### config.mk
export PLATFORM = sky130hd
export DESIGN_NAME = pmc_top
export DESIGN_NICKNAME = d
export VERILOG_FILES = /design/src/logic/pmc_pkg.sv /design/src/logic/pmc_sync.sv /design/src/logic/pmc_buzz.sv /design/src/logic/pmc_top.sv
export SDC_FILE = /design/constraint.sdc
export NUM_CORES = 1
export LEC_CHECK = 0
export BUFFER_PORTS_ARGS = -buffer_cell sky130_fd_sc_hd__buf_4
export CAP_MARGIN = 40
export CORE_ASPECT_RATIO = 0.7
export CORE_MARGIN = 2
export CORE_UTILIZATION = 40
export CTS_CLUSTER_DIAMETER = 50
export DETAILED_ROUTE_END_ITERATION = 16
export GPL_TIMING_DRIVEN = 0
export PLACE_DENSITY = 0.57
export SYNTH_ARGS = -nofsm -noshare
export SYNTH_HDL_FRONTEND = slang
export SYNTH_SLANG_ARGS = --single-unit
### constraint.sdc
create_clock -name clk_sys -period 2.8 [get_ports clk_sys]
set_input_delay 0.28 -clock clk_sys [delete_from_list [all_inputs] [get_ports clk_sys]]
set_output_delay 0.28 -clock clk_sys [all_outputs]
set_load 0.02 [all_outputs]
### src/logic/pmc_pkg.sv
// Package of constants and types for the power mode controller
package pmc_pkg;
  localparam int PMC_NSUB = 8;
  localparam int PMC_SUB_CPU = 0;
  localparam int PMC_SUB_FLASH = 1;
  localparam int PMC_SUB_I2C = 2;
  localparam int PMC_SUB_CMP = 3;
  localparam int PMC_CLK_MHZ = 100;
  localparam int PMC_SLEEP_WAKE_NS = 15000;
  localparam int PMC_HIB_WAKE_NS = 100000;
  localparam int PMC_SLEEP_WAKE_CYC = PMC_SLEEP_WAKE_NS * PMC_CLK_MHZ / 1000 - 1;
  localparam int PMC_HIB_WAKE_CYC = PMC_HIB_WAKE_NS * PMC_CLK_MHZ / 1000 - 1;
  localparam int PMC_BUZZ_PERIOD = 1024;
  localparam int PMC_BUZZ_ON = 64;
  localparam int PMC_CNT_W = 16;
  localparam logic [PMC_NSUB-1:0] PMC_SLEEP_KEEP = 8'h0c;
  localparam int PMC_NWAKE = 6;
  localparam int PMC_WK_PORT = 1;

  typedef enum logic [1:0] {
    PMC_REQ_ACTIVE,
    PMC_REQ_ALT,
    PMC_REQ_SLEEP,
    PMC_REQ_HIB
  } pmc_req_type;

  typedef enum {
    PMC_ST_ACTIVE,
    PMC_ST_ALT,
    PMC_ST_SLEEP,
    PMC_ST_HIB,
    PMC_ST_RESUME
  } pmc_state_type;

  typedef struct packed {
    logic dig_reg_on;
    logic ana_reg_on;
    logic sleep_reg_on;
    logic hib_reg_on;
  } pmc_reg_type;

  typedef struct packed {
    logic cmp;
    logic port_interrupt_unit;
    logic i2c;
    logic rtc;
    logic central_timewheel;
    logic low_voltage_detect;
  } pmc_wake_type;
endpackage

### src/logic/pmc_sync.sv
// Two flip-flop synchroniser for a bus of level inputs
`timescale 1ns/1ns
module pmc_sync #(
  parameter int WIDTH = 6
) (
  input wire logic clk_sys,
  input wire logic rstn,
  input wire logic [WIDTH-1:0] din,
  output logic [WIDTH-1:0] dout
);
  logic [WIDTH-1:0] stage1;
  logic [WIDTH-1:0] next_stage1;
  logic [WIDTH-1:0] next_dout;

  always_comb begin
    next_stage1 = din;
    next_dout = stage1;
  end

  always_ff @(posedge clk_sys or negedge rstn) begin
    if (!rstn) begin
      stage1 <= '0;
      dout <= '0;
    end else begin
      stage1 <= next_stage1;
      dout <= next_dout;
    end
  end
endmodule

### src/logic/pmc_buzz.sv
// Periodic burst enable for the core regulators in sleep
`timescale 1ns/1ns
module pmc_buzz #(
  parameter int PERIOD = 1024,
  parameter int ON_CYC = 64
) (
  input wire logic clk_sys,
  input wire logic rstn,
  input wire logic run,
  output logic burst
);
  localparam int CW = $clog2(PERIOD);
  logic [CW-1:0] cnt;
  logic [CW-1:0] next_cnt;
  logic next_burst;

  if (ON_CYC < 1 || ON_CYC >= PERIOD) begin : g_bad_on
    $error("pmc_buzz: ON_CYC out of range");
  end

  always_comb begin
    next_cnt = '0;
    next_burst = 1'b0;
    if (run) begin
      next_cnt = (cnt == CW'(PERIOD - 1)) ? '0 : cnt + 1'b1;
      next_burst = (next_cnt < CW'(ON_CYC));
    end
  end

  always_ff @(posedge clk_sys or negedge rstn) begin
    if (!rstn) begin
      cnt <= '0;
      burst <= 1'b0;
    end else begin
      cnt <= next_cnt;
      burst <= next_burst;
    end
  end
endmodule

### src/logic/pmc_top.sv
// Global power mode controller: modes, templates, clock gates, regulators
`timescale 1ns/1ns
module pmc_top #(
  parameter int NSUB = pmc_pkg::PMC_NSUB,
  parameter int SLEEP_WAKE_CYC = pmc_pkg::PMC_SLEEP_WAKE_CYC,
  parameter int HIB_WAKE_CYC = pmc_pkg::PMC_HIB_WAKE_CYC
) (
  input wire logic clk_sys,
  input wire logic rstn,
  input wire logic [NSUB-1:0] act_template,
  input wire logic [NSUB-1:0] alt_template,
  input wire logic mode_req_wr,
  input wire pmc_pkg::pmc_req_type mode_req,
  input wire logic cpu_self_off,
  input wire logic ext_regulation,
  input wire pmc_pkg::pmc_wake_type wake_in,
  output logic [NSUB-1:0] sub_clk_en,
  output logic [NSUB-1:0] sub_bias_en,
  output logic slow_clk_en,
  output logic io_hold,
  output pmc_pkg::pmc_reg_type reg_ctl,
  output logic [1:0] mode_now,
  output logic wake_done
);
  import pmc_pkg::*;

  // ----------------------------------------
  // Checks and synchronised wakeups
  // ----------------------------------------
  if (NSUB < 4 || SLEEP_WAKE_CYC < 1 || HIB_WAKE_CYC < 1) begin : g_bad_param
    $error("pmc_top: parameter out of range");
  end
  if (SLEEP_WAKE_CYC >= 2**PMC_CNT_W || HIB_WAKE_CYC >= 2**PMC_CNT_W) begin : g_bad_cnt
    $error("pmc_top: wake count too wide");
  end

  logic [PMC_NWAKE-1:0] wake_sync;
  logic burst;

  pmc_sync #(
    .WIDTH(PMC_NWAKE)
  ) u_sync (
    .clk_sys(clk_sys),
    .rstn(rstn),
    .din(wake_in),
    .dout(wake_sync)
  );

  // ----------------------------------------
  // Mode state machine
  // ----------------------------------------
  pmc_state_type state;
  pmc_state_type next_state;
  logic [PMC_CNT_W-1:0] cnt;
  logic [PMC_CNT_W-1:0] next_cnt;
  logic cpu_off;
  logic next_cpu_off;
  logic cpu_force;
  logic next_cpu_force;
  logic any_wake;
  logic hib_wake;

  pmc_buzz #(
    .PERIOD(PMC_BUZZ_PERIOD),
    .ON_CYC(PMC_BUZZ_ON)
  ) u_buzz (
    .clk_sys(clk_sys),
    .rstn(rstn),
    .run(state == PMC_ST_SLEEP),
    .burst(burst)
  );

  always_comb begin
    any_wake = |wake_sync;
    hib_wake = wake_sync[PMC_NWAKE-1-PMC_WK_PORT];
    next_state = state;
    next_cnt = cnt;
    next_cpu_off = cpu_off;
    next_cpu_force = cpu_force;
    if (cpu_self_off) begin
      next_cpu_off = 1'b1;
      next_cpu_force = 1'b0;
    end
    case (state)
      PMC_ST_ACTIVE, PMC_ST_ALT: begin
        if (any_wake) begin
          next_state = PMC_ST_ACTIVE;
          next_cpu_off = 1'b0;
          next_cpu_force = 1'b1;
        end else if (mode_req_wr) begin
          next_cpu_force = 1'b0;
          case (mode_req)
            PMC_REQ_ALT: next_state = PMC_ST_ALT;
            PMC_REQ_SLEEP: next_state = PMC_ST_SLEEP;
            PMC_REQ_HIB: next_state = PMC_ST_HIB;
            default: next_state = PMC_ST_ACTIVE;
          endcase
        end
      end
      PMC_ST_SLEEP: begin
        if (any_wake) begin
          next_state = PMC_ST_RESUME;
          next_cnt = PMC_CNT_W'(SLEEP_WAKE_CYC - 1);
        end
      end
      PMC_ST_HIB: begin
        if (hib_wake) begin
          next_state = PMC_ST_RESUME;
          next_cnt = PMC_CNT_W'(HIB_WAKE_CYC - 1);
        end
      end
      PMC_ST_RESUME: begin
        if (cnt == '0) begin
          next_state = PMC_ST_ACTIVE;
          next_cpu_off = 1'b0;
          next_cpu_force = 1'b1;
        end else begin
          next_cnt = cnt - 1'b1;
        end
      end
      default: next_state = PMC_ST_ACTIVE;
    endcase
  end

  always_ff @(posedge clk_sys or negedge rstn) begin
    if (!rstn) begin
      state <= PMC_ST_ACTIVE;
      cnt <= '0;
      cpu_off <= 1'b0;
      cpu_force <= 1'b0;
    end else begin
      state <= next_state;
      cnt <= next_cnt;
      cpu_off <= next_cpu_off;
      cpu_force <= next_cpu_force;
    end
  end

  // ----------------------------------------
  // Resource enables and regulators
  // ----------------------------------------
  logic [NSUB-1:0] next_sub_en;
  logic next_slow_clk_en;
  logic next_io_hold;
  pmc_reg_type next_reg_ctl;
  logic [1:0] next_mode_now;
  logic next_wake_done;
  logic [NSUB-1:0] keep;

  always_comb begin
    keep = NSUB'(PMC_SLEEP_KEEP);
    next_sub_en = '0;
    next_slow_clk_en = 1'b1;
    next_io_hold = 1'b0;
    next_reg_ctl.dig_reg_on = !ext_regulation;
    next_reg_ctl.ana_reg_on = !ext_regulation;
    next_reg_ctl.sleep_reg_on = 1'b0;
    next_reg_ctl.hib_reg_on = 1'b0;
    next_mode_now = 2'(PMC_REQ_ACTIVE);
    next_wake_done = 1'b0;
    case (next_state)
      PMC_ST_ACTIVE: begin
        next_sub_en = act_template;
        next_sub_en[PMC_SUB_CPU] = (act_template[PMC_SUB_CPU] || next_cpu_force) &&
          !next_cpu_off;
        next_wake_done = (state == PMC_ST_RESUME);
      end
      PMC_ST_ALT: begin
        next_sub_en = alt_template;
        next_sub_en[PMC_SUB_CPU] = alt_template[PMC_SUB_CPU] && !next_cpu_off;
        next_mode_now = 2'(PMC_REQ_ALT);
      end
      PMC_ST_SLEEP, PMC_ST_RESUME: begin
        next_sub_en = (next_state == PMC_ST_SLEEP) ? keep : '0;
        next_reg_ctl.dig_reg_on = !ext_regulation &&
          (burst || next_state == PMC_ST_RESUME);
        next_reg_ctl.ana_reg_on = !ext_regulation &&
          (burst || next_state == PMC_ST_RESUME);
        next_reg_ctl.sleep_reg_on = 1'b1;
        next_mode_now = 2'(PMC_REQ_SLEEP);
      end
      PMC_ST_HIB: begin
        next_slow_clk_en = 1'b0;
        next_io_hold = 1'b1;
        next_reg_ctl = '0;
        next_reg_ctl.hib_reg_on = 1'b1;
        next_mode_now = 2'(PMC_REQ_HIB);
      end
      default: next_sub_en = '0;
    endcase
  end

  always_ff @(posedge clk_sys or negedge rstn) begin
    if (!rstn) begin
      sub_clk_en <= '0;
      sub_bias_en <= '0;
      slow_clk_en <= 1'b1;
      io_hold <= 1'b0;
      reg_ctl <= '0;
      mode_now <= 2'(PMC_REQ_ACTIVE);
      wake_done <= 1'b0;
    end else begin
      sub_clk_en <= next_sub_en;
      sub_bias_en <= next_sub_en;
      slow_clk_en <= next_slow_clk_en;
      io_hold <= next_io_hold;
      reg_ctl <= next_reg_ctl;
      mode_now <= next_mode_now;
      wake_done <= next_wake_done;
    end
  end

  // ----------------------------------------
  // Assertions
  // ----------------------------------------
  logic [PMC_CNT_W-1:0] resume_age;
  logic [PMC_CNT_W-1:0] next_resume_age;
  logic from_sleep;
  logic next_from_sleep;

  // Cycles spent in resume, and whether it began in sleep
  always_comb begin
    next_resume_age = '0;
    next_from_sleep = from_sleep;
    if (state == PMC_ST_RESUME) begin
      next_resume_age = resume_age + 1'b1;
    end
    if (state == PMC_ST_SLEEP) begin
      next_from_sleep = 1'b1;
    end else if (state == PMC_ST_HIB) begin
      next_from_sleep = 1'b0;
    end
  end

  always_ff @(posedge clk_sys or negedge rstn) begin
    if (!rstn) begin
      resume_age <= '0;
      from_sleep <= 1'b0;
    end else begin
      resume_age <= next_resume_age;
      from_sleep <= next_from_sleep;
    end
  end
endmodule

==> impl_metrics.csv <==
group,metric,value,unit
timing,min_period,2.649,ns
floorplan,die_y,82.04,um
finish,seq_area,0.002203,sq mm
logic_synthesis,yosysUniqueCellTypes,52,
pwr,leakagePower,2.084,nW
logic_synthesis,synth_common_cells,"87 x dfrtp_1, 28 x nor2_1, 19 x nand2_1",
logic_synthesis,ys_top_cells_by_area,"dfrtp_1 63%, nor2_1 3.0%, buf_4 2.4%, xor2_1 2.3%, nand2_1 2.0%",
critical_path,crit_family,"simple AND/OR/NAND/NOR gates",
logic_synthesis,avgSynthCellArea,11.84,sq um
critical_path,required,3.07,ns
floorplan,rows,28,
finish,num_antenna_cells,0,
detailed_routing,drt_iter0_markers,174,
logic_synthesis,synthFlopType,"dfrtp_1",
detailed_routing,wl_per_cell,13.15,um
status,status,"finished, final reports clean",
timing,worst_slew_pin_slew,0.8871,ns
timing,slew_headroom,0.4032,
timing,setup_viol,0,
critical_path,r2r_end,"sub_bias_en[1]",
logic_synthesis,ys_ff_latch,88,
critical_path,start_kind,"register",
detailed_routing,wl,6.796,mm
logic_synthesis,synth_top_area_frac,0.6257,
timing,timing.setup.tns,0,ns
finish,drive_above_1_share,0.2393,
place,gp_congestion,0.8516,
floorplan,ios,54,
critical_path,crit_buf_inv,2,
clock_tree,clock_latency,0.34,ns
critical_path,crit_fanout,8,
timing,hold_slack,0.04799,ns
critical_path,crit_cells,9,
logic_synthesis,synth-async-reset-ratio,1.000,
logic_synthesis,syn_inst,294,
logic_synthesis,yosysTopAreaCell,"dfrtp_1",
finish,fillers,786,
timing,skew,0.004100,ns
global_routing,grt_max_degree,62,
logic_synthesis,yosysWarnings,0,
finish,fin_util,0.5302,
pwr,ir_worst_vdd,0.3730,mV
floorplan,core_area,0.008443,sq mm
global_routing,grt_pass1_wl,11.17,mm
critical_path,endpoint_kind,"register",
global_routing,grt_pass1_vias,2220,
global_routing,grt_usage,0.1579,
clock_tree,clock_path_buffers,2,
clock_tree,clkTransAtPathRegs,0.06,ns
finish,final_nets,423,
detailed_routing,via_count,2414,
clock_tree,numCtsBuffers,9,
finish,syn2layout_area_growth,28.66,%
timing,fmax,0.3775,GHz
critical_path,crit_end,"sub_bias_en[1]",
logic_synthesis,synth_most_common_cell,"dfrtp_1",
clock_tree,cts.sinks,88,
place,dpl.hpwl,4.882,mm
clock_tree,cts.htree.levels,3,
global_routing,grt_overflow,0,
finish,multiInputGateArea,0.001239,sq mm
detailed_routing,vias_per_cell,4.669,
floorplan,die_w,115.5,um
clock_tree,cts_tree,"done",
timing,slew_viol_final,0,
critical_path,timing.rr.start,"cnt[0]",
floorplan,die_area,0.009473,sq mm
logic_synthesis,seq_area_frac_synth,0.6332,
run,maxCapViolations,0,
critical_path,crit_arrival,2.92,ns
place,io_buffer_count,53,
critical_path,ff2ff_path_depth,9,
clock_tree,cts-root-buf,"clkbuf_16",
critical_path,reg2reg_slack,0.15,ns
logic_synthesis,synth_edf_count,0,
detailed_routing,drt_pass1_iterations,4,
timing,hold_viol_final,0,
global_routing,antenna_found_initial,0,
critical_path,worst_path_max_delay_cell,"or3b_2",
pwr,powerDensity,562.0,mW/mm^2
detailed_routing,antenna_left,0,
floorplan,initial_core_util,0.4121,
critical_path,crit_start,"cnt[0]",
worst_hold_path,hp-class,"in -> reg",
critical_path,cpPeakStageDelay,0.53,ns
critical_path,cp_cell_sequence,"inv_1 -> ha_1 -> or3b_2 -> nor3b_4 -> a21oi_2 -> o21ai_4 -> inv_4 -> nor3_4 -> a22o_1",
timing,timing.final.crit_share,0.9462,
logic_synthesis,synth_area,0.003480,sq mm
critical_path,worstSetupPathType,"reg -> reg",
detailed_routing,route.detailed.drc,0,
timing,rsz0062_at_grt,"false",
-- kinds of logic (layout without fill, tap and decap cells) --
family / count (synthesis) / count (layout) / synth area share
xor+xnor: 13 / 13 / 0.03272
buf+inv: 28 / 103 / 0.04279
flops: 88 / 88 / 0.6332
simple gates: 101 / 101 / 0.1636
compound gates: 59 / 59 / 0.1136
other cells: 1 / 29 / 0.001078
mux: 2 / 2 / 0.005754
fa+ha+maj: 2 / 2 / 0.007191
-- cell usage in the layout (no fill, tap or decap), drive strengths merged, types with 2 or more instances in the layout --
master | Yosys | final
dfrtp | 87 | 87
a22o | 5 | 5
nor4b | 2 | 2
o21ai | 13 | 13
xnor2 | 4 | 4
nand3 | 5 | 5
and3 | 3 | 3
nor2 | 29 | 29
nor3 | 10 | 10
o21bai | 3 | 3
nor2b | 2 | 2
nand2b | 2 | 2
ha | 2 | 2
o31ai | 3 | 3
clkinv | 1 | 2
o211ai | 4 | 4
or3 | 2 | 2
o2111ai | 3 | 3
nand2 | 19 | 19
o2bb2ai | 3 | 3
nor4 | 10 | 10
buf | 11 | 69
inv | 11 | 11
mux2i | 2 | 2
conb | 1 | 29
a21oi | 15 | 15
xor2 | 9 | 9
nor3b | 4 | 4
or4 | 3 | 3
a31oi | 6 | 6
nand4 | 5 | 5
clkinvlp | 0 | 2
clkbuf | 5 | 18
-- registers in the layout, summed over array words and instances, names as in the netlist --
name,flops
state,32
cnt,16
u_buzz.cnt,10
sub_bias_en,8
u_sync.dout,6
u_sync.next_dout,6
reg_ctl,3
mode_now,2
cpu_force,1
cpu_off,1
slow_clk_en,1
u_buzz.burst,1
wake_done,1
-- timing repair --
| item | 4_1_cts | 5_1_grt |
|---|---|---|
| resized for setup | 0 | 1 |
| setup buffers | 0 | 4 |
| hold buffers | 1 | 0 |
| setup endpoints to repair | 0 | 6 |
| endpoints found under the hold margin | 27 | 0 |
-- power breakdown --
group	switching (mW)	internal (mW)	leakage (nW)
registers	0.0112	1.31	1.11
clock network	0.453	0.624	0.126
logic	0.0619	0.0580	0.850
total	0.526	1.99	2.08
-- through the flow --
| step | cell area, sq um | total power [mW] | instances | worst slack [ns] |
|---|---|---|---|---|
| 3_5_place_dp | 4160 | 1.464 | 496 | 0.07501 |
| 4_1_cts | 4441 | 2.560 | 513 | 0.05742 |
| 5_1_grt | 4477 | 2.631 | 517 | 0.007381 |
| 2_1_floorplan | 3585 | 1.379 | 322 | 0.4950 |
| 3_3_place_gp | 4133 | 1.457 | 495 | 0.07533 |
| 6_report | 4477 | 2.516 | 517 | 0.1507 |
-- metal layers --
layer,up-vias,part of all wire,GRT usage,wire length [um]
met5,-,0,0,0
met2,34,0.42,0.2053,2838
met1,1172,0.52,0.2389,3547
met3,11,0.044,0.05461,302
li1,1197,-,-,-
met4,0,0.016,0.05783,108
-- worst min-delay path by stage --
stage / startpoint / to / slack, ns / cells after the start
after floorplan: rstn / cnt[0] / -0.02 / 0
after global placement: u_sync.next_dout[1] / u_sync.dout[1] / 0.33 / 0
after detailed placement: rstn / state[24] / 0.23 / 1
after CTS: wake_in[2] / u_sync.next_dout[2] / 0.03 / 1
after global routing: wake_in[4] / u_sync.next_dout[4] / 0.03 / 1
final: wake_in[2] / u_sync.next_dout[2] / 0.05 / 1
-- layout make-up --
cell class                      instances  share of cell area
Buffer                                 16             0.02264
Inverter                               12             0.01062
Sequential cell                        88              0.4922
Clock inverter                          3            0.004472
Multi-Input combinational cell        206              0.2767
Clock buffer                           13             0.05590
Tap cell                              120             0.03354
Timing Repair Buffer                   59              0.1040
(Power assumes the default switching activity.)
